## src/core/capcmp_pkg.sv

```systemverilog
package capcmp_pkg;
    // register word offsets (byte addresses), all chosen here
    localparam logic [7:0] ADDR_UNIT_CONTROL = 8'h00;
    localparam logic [7:0] ADDR_MATCH_LOW = 8'h04;
    localparam logic [7:0] ADDR_MATCH_HIGH = 8'h08;
    localparam logic [7:0] ADDR_PERIOD = 8'h0c;
    localparam logic [7:0] ADDR_TIMER_TWO_CONTROL = 8'h10;
    localparam logic [7:0] ADDR_FLAGS = 8'h14;
    localparam logic [7:0] ADDR_STATUS = 8'h18;
    // unit control fields
    localparam int MODE_LSB = 0;
    localparam int DUTY_LOW_LSB = 4;
    localparam logic [5:0] UNIT_CONTROL_RESET = 6'h00;
    localparam logic [7:0] PERIOD_RESET = 8'hff;
    // timer two control fields
    localparam int PRESCALE_LSB = 0;
    localparam int TIMER_TWO_ON_BIT = 2;
    // flags register bits
    localparam int FLAG_EVENT_BIT = 0;
    localparam int FLAG_GO_BIT = 1;
    // mode select encodings
    localparam logic [3:0] MODE_OFF = 4'h0;
    localparam logic [3:0] MODE_CMP_TOGGLE = 4'h2;
    localparam logic [3:0] MODE_CMP_SET = 4'h8;
    localparam logic [3:0] MODE_CMP_CLEAR = 4'h9;
    localparam logic [3:0] MODE_CMP_SWINT = 4'ha;
    localparam logic [3:0] MODE_CMP_TRIGGER = 4'hb;
    localparam logic [3:0] MODE_PWM = 4'hc;
    // oscillator periods per instruction cycle
    localparam int OSC_PER_TICK = 4;

    typedef enum logic [2:0] {
        ACT_NONE, ACT_TOGGLE, ACT_SET, ACT_CLEAR, ACT_SWINT, ACT_TRIGGER, ACT_PWM
    } action_t;
endpackage

```

## src/core/pwm_timebase_if.sv

```systemverilog
`timescale 1ns/1ps
interface pwm_timebase_if;
    logic run;
    logic [1:0] prescale;
    logic [7:0] period;
    logic [7:0] count;
    logic [1:0] sub;
    logic periodEnd;
    modport timebase (input run, prescale, period, output count, sub, periodEnd);
    modport user (output run, prescale, period, input count, sub, periodEnd);
endinterface

```

## src/core/pwm_timebase.sv

```systemverilog
`timescale 1ns/1ps
// 8-bit timer two with prescaler; a 10-bit base is count:sub
module pwm_timebase (
    input wire logic clk_sys,
    input wire logic reset,
    pwm_timebase_if.timebase tb
);
    logic [5:0] preCnt_reg;
    logic [7:0] count_reg;
    logic [1:0] sub_reg;
    logic periodEnd_reg;
    logic [5:0] preMax;

    // prescale codes 1:1, 1:4, 1:16; the postscaler is not present at all
    always_comb begin
        unique case (tb.prescale)
            2'b00: preMax = 6'h03;
            2'b01: preMax = 6'h0f;
            default: preMax = 6'h3f;
        endcase
    end

    // one count per four oscillator periods times prescale
    always_ff @(posedge clk_sys or posedge reset) begin
        if (reset) begin
            preCnt_reg <= 6'h00;
            count_reg <= 8'h00;
            periodEnd_reg <= 1'b0;
        end else begin
            periodEnd_reg <= 1'b0;
            if (!tb.run) begin
                preCnt_reg <= 6'h00;
            end else if (preCnt_reg >= preMax) begin
                preCnt_reg <= 6'h00;
                if (count_reg == tb.period) begin
                    count_reg <= 8'h00;
                    periodEnd_reg <= 1'b1;
                end else begin
                    count_reg <= count_reg + 8'h01;
                end
            end else begin
                preCnt_reg <= preCnt_reg + 6'h01;
            end
        end
    end

    // two low bits from the prescaler's top bits
    always_comb begin
        unique case (tb.prescale)
            2'b00: sub_reg = preCnt_reg[1:0];
            2'b01: sub_reg = preCnt_reg[3:2];
            default: sub_reg = preCnt_reg[5:4];
        endcase
    end

    assign tb.count = count_reg;
    assign tb.sub = sub_reg;
    assign tb.periodEnd = periodEnd_reg;
endmodule // pwm_timebase

```

## src/core/compare_and_pwm_unit.sv

```systemverilog
`timescale 1ns/1ps
//------------------------------------------------
// rule summary
//------------------------------------------------
module compare_and_pwm_unit #(
    parameter bit SECOND_UNIT = 1'b1
) (
    input wire logic clk_sys,
    input wire logic reset,
    input wire logic psel,
    input wire logic penable,
    input wire logic pwrite,
    input wire logic [7:0] paddr,
    input wire logic [31:0] pwdata,
    output logic [31:0] prdata,
    output logic pready,
    output logic pslverr,
    input wire logic [15:0] timerOneCount,
    input wire logic timerOneTick,
    input wire logic converterEnable,
    output logic timerOneReset,
    output logic timerOneOverflowSet,
    output logic converterGo,
    output logic unitEvent,
    output logic pinOut,
    output logic pinOwned
);
    //------------------------------------------------
    // registers
    //------------------------------------------------
    logic [5:0] unitControl_reg;
    logic [7:0] matchLow_reg;
    logic [7:0] matchHigh_reg;
    logic [7:0] period_reg;
    logic [2:0] timerTwoControl_reg;
    logic eventFlag_reg;
    logic goFlag_reg;
    logic [1:0] dutyLatch_reg;
    logic cmpLatch_reg;
    logic pwmPin_reg;
    logic trigger_reg;
    logic resetPending_reg;
    logic [31:0] prdata_reg;
    logic pready_reg;
    logic pslverr_reg;
    logic timerOneReset_reg;
    logic unitEvent_reg;
    logic pinOut_reg;
    logic pinOwned_reg;
    logic matchPrev_reg;

    // local names for the shared action codes
    typedef capcmp_pkg::action_t action_t;
    localparam action_t ACT_NONE = capcmp_pkg::ACT_NONE;
    localparam action_t ACT_TOGGLE = capcmp_pkg::ACT_TOGGLE;
    localparam action_t ACT_SET = capcmp_pkg::ACT_SET;
    localparam action_t ACT_CLEAR = capcmp_pkg::ACT_CLEAR;
    localparam action_t ACT_SWINT = capcmp_pkg::ACT_SWINT;
    localparam action_t ACT_TRIGGER = capcmp_pkg::ACT_TRIGGER;
    localparam action_t ACT_PWM = capcmp_pkg::ACT_PWM;

    logic [3:0] mode;
    action_t act;
    logic [15:0] matchValue;
    logic match;
    logic matchRise;
    logic wrEn;
    logic rdEn;
    logic ctrlWrite;
    logic [9:0] dutyActive;
    logic [9:0] timeBase;
    logic [9:0] dutyNew;
    logic addrOk;

    pwm_timebase_if tbi ();

    function automatic action_t decode(input logic [3:0] m);
        unique case (m)
            capcmp_pkg::MODE_CMP_TOGGLE: decode = ACT_TOGGLE;
            capcmp_pkg::MODE_CMP_SET: decode = ACT_SET;
            capcmp_pkg::MODE_CMP_CLEAR: decode = ACT_CLEAR;
            capcmp_pkg::MODE_CMP_SWINT: decode = ACT_SWINT;
            capcmp_pkg::MODE_CMP_TRIGGER: decode = ACT_TRIGGER;
            capcmp_pkg::MODE_PWM: decode = ACT_PWM;
            default: decode = ACT_NONE;
        endcase
    endfunction

    assign mode = unitControl_reg[capcmp_pkg::MODE_LSB +: 4];
    assign act = decode(mode);
    assign matchValue = {matchHigh_reg, matchLow_reg};
    assign match = (act != ACT_NONE) && (act != ACT_PWM) && (matchValue == timerOneCount);
    assign matchRise = match && !matchPrev_reg;
    assign wrEn = psel && penable && pwrite && pready_reg;
    assign rdEn = psel && !penable && !pwrite;
    assign ctrlWrite = wrEn && (paddr == capcmp_pkg::ADDR_UNIT_CONTROL);
    assign dutyNew = {matchLow_reg, unitControl_reg[capcmp_pkg::DUTY_LOW_LSB +: 2]};
    assign dutyActive = {matchHigh_reg, dutyLatch_reg};
    assign timeBase = {tbi.count, tbi.sub};
    assign addrOk = paddr inside {capcmp_pkg::ADDR_UNIT_CONTROL, capcmp_pkg::ADDR_MATCH_LOW,
        capcmp_pkg::ADDR_MATCH_HIGH, capcmp_pkg::ADDR_PERIOD,
        capcmp_pkg::ADDR_TIMER_TWO_CONTROL, capcmp_pkg::ADDR_FLAGS, capcmp_pkg::ADDR_STATUS};

    assign tbi.run = (act == ACT_PWM) && timerTwoControl_reg[capcmp_pkg::TIMER_TWO_ON_BIT];
    assign tbi.prescale = timerTwoControl_reg[capcmp_pkg::PRESCALE_LSB +: 2];
    assign tbi.period = period_reg;

    pwm_timebase u_timebase (
        .clk_sys(clk_sys),
        .reset(reset),
        .tb(tbi.timebase)
    );

    //------------------------------------------------
    // apb slave, answers in the access cycle
    //------------------------------------------------
    always_ff @(posedge clk_sys or posedge reset) begin
        if (reset) begin
            pready_reg <= 1'b0;
            pslverr_reg <= 1'b0;
            prdata_reg <= 32'h0000_0000;
        end else begin
            pready_reg <= psel && !penable;
            pslverr_reg <= psel && !penable && !addrOk;
            if (rdEn) begin
                unique case (paddr)
                    capcmp_pkg::ADDR_UNIT_CONTROL: prdata_reg <= {26'h0, unitControl_reg};
                    capcmp_pkg::ADDR_MATCH_LOW: prdata_reg <= {24'h0, matchLow_reg};
                    capcmp_pkg::ADDR_MATCH_HIGH: prdata_reg <= {24'h0, matchHigh_reg};
                    capcmp_pkg::ADDR_PERIOD: prdata_reg <= {24'h0, period_reg};
                    capcmp_pkg::ADDR_TIMER_TWO_CONTROL: prdata_reg <= {29'h0, timerTwoControl_reg};
                    capcmp_pkg::ADDR_FLAGS: prdata_reg <= {30'h0, goFlag_reg, eventFlag_reg};
                    capcmp_pkg::ADDR_STATUS: prdata_reg <= {22'h0, tbi.count, pinOut_reg,
                        pinOwned_reg};
                    default: prdata_reg <= 32'h0000_0000;
                endcase
            end
        end
    end

    // configuration writes
    always_ff @(posedge clk_sys or posedge reset) begin
        if (reset) begin
            unitControl_reg <= capcmp_pkg::UNIT_CONTROL_RESET;
            matchLow_reg <= 8'h00;
            period_reg <= capcmp_pkg::PERIOD_RESET;
            timerTwoControl_reg <= 3'h0;
        end else if (wrEn) begin
            unique case (paddr)
                capcmp_pkg::ADDR_UNIT_CONTROL: unitControl_reg <= pwdata[5:0];
                capcmp_pkg::ADDR_MATCH_LOW: matchLow_reg <= pwdata[7:0];
                capcmp_pkg::ADDR_PERIOD: period_reg <= pwdata[7:0];
                capcmp_pkg::ADDR_TIMER_TWO_CONTROL: timerTwoControl_reg <= pwdata[2:0];
                default: ;
            endcase
        end
    end

    // high match: software in compare, duty buffer in pwm
    always_ff @(posedge clk_sys or posedge reset) begin
        if (reset) begin
            matchHigh_reg <= 8'h00;
            dutyLatch_reg <= 2'b00;
        end else if (act == ACT_PWM) begin
            if (tbi.periodEnd) begin
                matchHigh_reg <= dutyNew[9:2];
                dutyLatch_reg <= dutyNew[1:0];
            end
        end else if (wrEn && paddr == capcmp_pkg::ADDR_MATCH_HIGH) begin
            matchHigh_reg <= pwdata[7:0];
        end
    end

    //------------------------------------------------
    // compare actions
    //------------------------------------------------
    always_ff @(posedge clk_sys or posedge reset) begin
        if (reset) begin
            matchPrev_reg <= 1'b0;
            cmpLatch_reg <= 1'b0;
        end else begin
            matchPrev_reg <= match;
            if (ctrlWrite && pwdata[5:0] == 6'h00) begin
                cmpLatch_reg <= 1'b0;
            end else if (matchRise) begin
                unique case (act)
                    ACT_TOGGLE: cmpLatch_reg <= !cmpLatch_reg;
                    ACT_SET: cmpLatch_reg <= 1'b1;
                    ACT_CLEAR: cmpLatch_reg <= 1'b0;
                    default: ;
                endcase
            end
        end
    end

    // event and go flags: set wins over clear
    always_ff @(posedge clk_sys or posedge reset) begin
        if (reset) begin
            eventFlag_reg <= 1'b0;
            goFlag_reg <= 1'b0;
        end else begin
            if (matchRise) begin
                eventFlag_reg <= 1'b1;
            end else if (wrEn && paddr == capcmp_pkg::ADDR_FLAGS
                && pwdata[capcmp_pkg::FLAG_EVENT_BIT]) begin
                eventFlag_reg <= 1'b0;
            end
            if (SECOND_UNIT && matchRise && act == ACT_TRIGGER && converterEnable) begin
                goFlag_reg <= 1'b1;
            end else if (wrEn && paddr == capcmp_pkg::ADDR_FLAGS
                && pwdata[capcmp_pkg::FLAG_GO_BIT]) begin
                goFlag_reg <= 1'b0;
            end
        end
    end

    // trigger now, timer reset at the next timer tick if match still holds
    always_ff @(posedge clk_sys or posedge reset) begin
        if (reset) begin
            trigger_reg <= 1'b0;
            resetPending_reg <= 1'b0;
            timerOneReset_reg <= 1'b0;
        end else begin
            trigger_reg <= matchRise && act == ACT_TRIGGER;
            timerOneReset_reg <= 1'b0;
            if (matchRise && act == ACT_TRIGGER) begin
                resetPending_reg <= 1'b1;
            end else if (resetPending_reg && !match) begin
                resetPending_reg <= 1'b0;
            end else if (resetPending_reg && timerOneTick) begin
                resetPending_reg <= 1'b0;
                timerOneReset_reg <= 1'b1;
            end
        end
    end

    //------------------------------------------------
    // pwm pin
    //------------------------------------------------
    always_ff @(posedge clk_sys or posedge reset) begin
        if (reset) begin
            pwmPin_reg <= 1'b0;
        end else if (act != ACT_PWM) begin
            pwmPin_reg <= 1'b0;
        end else if (tbi.periodEnd) begin
            pwmPin_reg <= (dutyNew != 10'h000);
        end else if (timeBase == dutyActive && tbi.run) begin
            pwmPin_reg <= 1'b0;
        end
    end

    // outputs all registered; pin released in off and non-pin modes
    always_ff @(posedge clk_sys or posedge reset) begin
        if (reset) begin
            pinOut_reg <= 1'b0;
            pinOwned_reg <= 1'b0;
            unitEvent_reg <= 1'b0;
        end else begin
            pinOwned_reg <= act inside {ACT_TOGGLE, ACT_SET, ACT_CLEAR, ACT_PWM};
            pinOut_reg <= (act == ACT_PWM) ? pwmPin_reg : cmpLatch_reg;
            unitEvent_reg <= eventFlag_reg;
        end
    end

    assign prdata = prdata_reg;
    assign pready = pready_reg;
    assign pslverr = pslverr_reg;
    assign timerOneReset = timerOneReset_reg;
    assign timerOneOverflowSet = 1'b0;
    assign converterGo = goFlag_reg;
    assign unitEvent = unitEvent_reg;
    assign pinOut = pinOut_reg;
    assign pinOwned = pinOwned_reg;

    //------------------------------------------------
    // checks
    //------------------------------------------------
    property p_flag;
        @(posedge clk_sys) disable iff (reset) matchRise |=> eventFlag_reg;
    endproperty
    a_flag: assert property (p_flag) else $error("event flag not set");
    property p_zero;
        @(posedge clk_sys) disable iff (reset)
            (ctrlWrite && pwdata[5:0] == 6'h00) |=> !cmpLatch_reg;
    endproperty
    a_zero: assert property (p_zero) else $error("latch not cleared");
    property p_swint;
        @(posedge clk_sys) disable iff (reset) (act == ACT_SWINT) |=> !pinOwned_reg;
    endproperty
    a_swint: assert property (p_swint) else $error("pin taken in swint");
    property p_trig;
        @(posedge clk_sys) disable iff (reset) (matchRise && act == ACT_TRIGGER) |=> trigger_reg;
    endproperty
    a_trig: assert property (p_trig) else $error("trigger late");
    property p_noovf;
        @(posedge clk_sys) disable iff (reset) timerOneReset |-> !timerOneOverflowSet;
    endproperty
    a_noovf: assert property (p_noovf) else $error("overflow flag set");
    property p_cancel;
        @(posedge clk_sys) disable iff (reset)
            (resetPending_reg && !match && !matchRise) |=> !timerOneReset_reg;
    endproperty
    a_cancel: assert property (p_cancel) else $error("reset not cancelled");
    property p_load;
        @(posedge clk_sys) disable iff (reset)
            (act == ACT_PWM && tbi.periodEnd) |=> dutyActive == $past(dutyNew);
    endproperty
    a_load: assert property (p_load) else $error("duty not loaded");
    property p_hold;
        @(posedge clk_sys) disable iff (reset)
            (act == ACT_PWM && !tbi.periodEnd && $stable(act)) |=> $stable(matchHigh_reg);
    endproperty
    a_hold: assert property (p_hold) else $error("duty changed mid period");
    property p_clr;
        @(posedge clk_sys) disable iff (reset)
            (act == ACT_PWM && tbi.run && !tbi.periodEnd && timeBase == dutyActive)
            |=> !pwmPin_reg;
    endproperty
    a_clr: assert property (p_clr) else $error("pin not cleared at duty");
    c_trig: cover property (@(posedge clk_sys) timerOneReset_reg);
    c_toggle: cover property (@(posedge clk_sys) matchRise && act == ACT_TOGGLE);
    c_pwm: cover property (@(posedge clk_sys) tbi.periodEnd && dutyNew != 10'h000);
endmodule // compare_and_pwm_unit

```

## config.mk

```make
export PLATFORM = sky130hd
export DESIGN_NAME = compare_and_pwm_unit
export DESIGN_NICKNAME = d
export VERILOG_FILES = /design/src/core/capcmp_pkg.sv /design/src/core/pwm_timebase_if.sv /design/src/core/pwm_timebase.sv /design/src/core/compare_and_pwm_unit.sv
export SDC_FILE = /design/constraint.sdc
export NUM_CORES = 1
export LEC_CHECK = 0
export ABC_AREA = 1
export BUFFER_PORTS_ARGS = -buffer_cell sky130_fd_sc_hd__buf_2
export CAP_MARGIN = 20
export CORE_UTILIZATION = 45
export DETAILED_ROUTE_END_ITERATION = 16
export GPL_TIMING_DRIVEN = 1
export PLACE_DENSITY_LB_ADDON = 0.1
export SLEW_MARGIN = 20
export SYNTH_ARGS = -nofsm -noshare
export SYNTH_HDL_FRONTEND = slang
export SYNTH_HIERARCHICAL = 1
export SYNTH_SLANG_ARGS = --single-unit
```

## constraint.sdc

```tcl
create_clock -name clk_sys -period 2.1 [get_ports clk_sys]
set_input_delay 0.105 -clock clk_sys [delete_from_list [all_inputs] [get_ports clk_sys]]
set_output_delay 0.105 -clock clk_sys [all_outputs]
set_load 0.05 [all_outputs]
```

==> results.toml <==
[run_status]
outcome = "finished, final reports clean"

[critical_path]
arrival_ns = 2.20
critPathMaxFanout = 8
end_kind = "flop"
critical-path-top-delay-family = "simple AND/OR/NAND/NOR gates"
worstSetupPathType = "reg2reg"
crit_top_cell = "nand2_1"
slowest_stage = "dfrtp_1"
cp.required_ns = 2.39
worst-path-buf-inv = 3
start_kind = "flop"
max_stage_delay_ns = 0.46
cp_cell_sequence = "inv_2 > nand4_1 > buf_4 > nor2_1 > inv_1 > nor2_8 > nand2_1 > nand2_1"

[floorplanning]
die-area_um2 = 10350
core_um2 = 9729
die_w_um = 101.8
start_util = 0.4603
die_y_um = 101.8
io-pin-count = 103
num_rows = 36

[drt]
viasPerCell = 4.817
drc_errors = 0
via_count = 3969
dr.pass1.iters = 5
wl_mm = 11.35
first_iter_violations = 216
routedWlPerCell_um = 13.77
drtAntennaViolNets = 0

[synthesis]
syn-cell-area_um2 = 4478
ys_seq_area_frac = 0.4046
ys_types = 39
ys.flop_type = "dfrtp_1"
async_flop_share = 1.000
postSynthCellCount = 614
synth-edff-count = 0
ys_ff_latch = 72
ys_warn_count = 6
avgSynthCellArea_um2 = 7.293

[global_route]
grt_use_total = 0.2376
grt_max_degree = 58
antenna_found_initial = 0
globalRoute.totalOverflow = 0
grt_pass1_wl_mm = 18.17
grt_pass1_vias = 3601

[sta]
fin_crit_sh = 0.9124
setup_violations = 0
hold_violations = 0
relSlewSlack = 0.6031
worst_pin_slew_ns = 0.5947
fin_skew_ns = 0.01286
rsz0062_at_grt = "no"
period_needed_ns = 1.916
setup_tns_ns = 0
max_freq_mhz = 521.9
drv_slew = 0

[pwr]
p_leak_uw = 0.002583
p_total_uw = 2703
pwr_density_cell_nw_per_um2 = 530.5
max-vdd-ir-drop_v = 0.0002531

[placed_design]
hpwl_mm = 8.893
place_area_um2 = 4871
routabilityCongestion = 0.8821
port_buffers = 55

[final_layout]
layout_commonest_cell = "nand2_1"
final_cell_mix = "nand2_1 (211), inv_1 (87), dfrtp_1 (64)"
largest_reg_flops = 10
final_area_um2 = 5095
n_antenna_cell = 0
drive_gt1_frac = 0.1780
fillers = 978
synthToLayoutAreaGrowth_pct = 13.77
fin_nets = 753

[run]
max-cap-violations = 0

[clock_tree]
htreeDepth = 3
cts_sinks = 72
cts_buffers = 9
clk_pin_slew_ns = 0.07
cts_resized = 0
clock_path_buffers = 2
cts_tree = "done"
clock_latency_ns = 0.35
cts_root_buffer = "clkbuf_8"

[worst_hold_path]
hold_class = "in2reg"
worst min-delay path, stage by stage:
cell	delay [ns]
buf_2	0.11
inv_1	0.06
o21ai_0	0.08
final timing paths:
| path | start | to | slack (ns) | depth (start not counted) |
|---|---|---|---|---|
| worst max-delay path | unitControl_reg[1]$_DFFE_PP0P_ | u_timebase/tb.count[2]$_DFFE_PP0P_ | 0.18 | 8 |
| worst min-delay path | pwdata[6] | period_reg[6]$_DFFE_PP1P_ | 0.03 | 3 |
| worst max register to register | unitControl_reg[1]$_DFFE_PP0P_ | u_timebase/tb.count[2]$_DFFE_PP0P_ | 0.18 | 8 |
| worst min register to register | eventFlag_reg$_DFFE_PP0P_ | unitEvent$_DFF_PP0_ | 0.41 | 0 |
| max in group asynchronous | reset | u_timebase/preCnt_reg[2]$_DFF_PP0_ | 1.34 | 3 |
| min in group asynchronous | reset | timerTwoControl_reg[1]$_DFFE_PP0P_ | 0.36 | 4 |
cell usage after synthesis (3+ instances only):
cell type	number	area [µm²]
buf_4	24	180.2
buf_2	4	20.02
o21ai_0	46	230.2
inv_1	88	330.3
nand2_1	211	792.0
xnor2_1	10	87.58
ha_1	4	50.05
nand4_1	7	43.79
dfstp_2	8	210.2
nor2_4	4	45.04
dfrtp_1	64	1602
o22ai_1	12	75.07
xor2_1	10	87.58
o21ai_1	5	25.02
nor3_1	5	25.02
nand2_2	5	31.28
nor4_1	5	31.28
nand3_1	20	100.1
o31ai_1	3	22.52
o211ai_1	4	30.03
nor3_2	5	50.05
inv_2	7	26.28
nor2_1	41	153.9
final cells by class:
type / instances / area [µm²] / share of cell area
repair buffers: 70 / 410.4 / 0.08055
well taps: 133 / 166.4 / 0.03266
multi-input cells: 438 / 2166 / 0.4251
clock inverters: 3 / 15.01 / 0.002947
inverters: 95 / 356.6 / 0.06999
clock buffers: 13 / 168.9 / 0.03315
flip-flops and latches: 72 / 1812 / 0.3556
power breakdown:
part / switching [µW] / internal (µW) / leakage (µW) / total [µW]
Combinational: 208 / 65.8 / 0.00157 / 274
Sequential: 5.62 / 1390 / 0.000917 / 1400
Clock: 509 / 521 / 0.0000992 / 1030
Total: 723 / 1980 / 0.00258 / 2700
cell families after synthesis:
kind of cell             after synthesis  synth area share
AO/OA/AOI/OAI                         79            0.1059
XOR/XNOR                              20           0.03912
adder cells (fa/ha/maj)                4           0.01118
buffers and inverters                126            0.1302
flip-flops                            72            0.4046
multiplexers                           1          0.002514
other                                  1         0.0008374
AND/OR/NAND/NOR                      311            0.3057
routing by layer:
metal | wire length, µm | global-route usage | vias to the layer above
met1 | 5540 | 0.3410 | 1788
met5 | 0 | 0 | -
met4 | 308 | 0.1014 | 0
met2 | 4804 | 0.3565 | 138
met3 | 692 | 0.03451 | 21
li1 | - | - | 2022
per-stage QoR:
| step | util | setup WS, ns | std cells | hold WS (ns) |
|---|---|---|---|---|
| 3_5_place_dp | 0.5006 | 0.1888 | 804 | 0.2010 |
| 4_1_cts | 0.5237 | 0.1639 | 824 | 0.009515 |
| 6_report | 0.5237 | 0.1839 | 824 | 0.02689 |
| 5_1_grt | 0.5237 | 0.04930 | 824 | 0.03553 |
| 2_1_floorplan | - | 0.3031 | 636 | 0.006479 |
| 3_3_place_gp | 0.5006 | 0.2482 | 804 | 0.2035 |
what timing repair did:
action                    CTS  global route
setup buffers               0             0
hold endpoints to repair   68             0
hold buffers                4             0
Note: power is estimated with default switching activity, not from simulation.
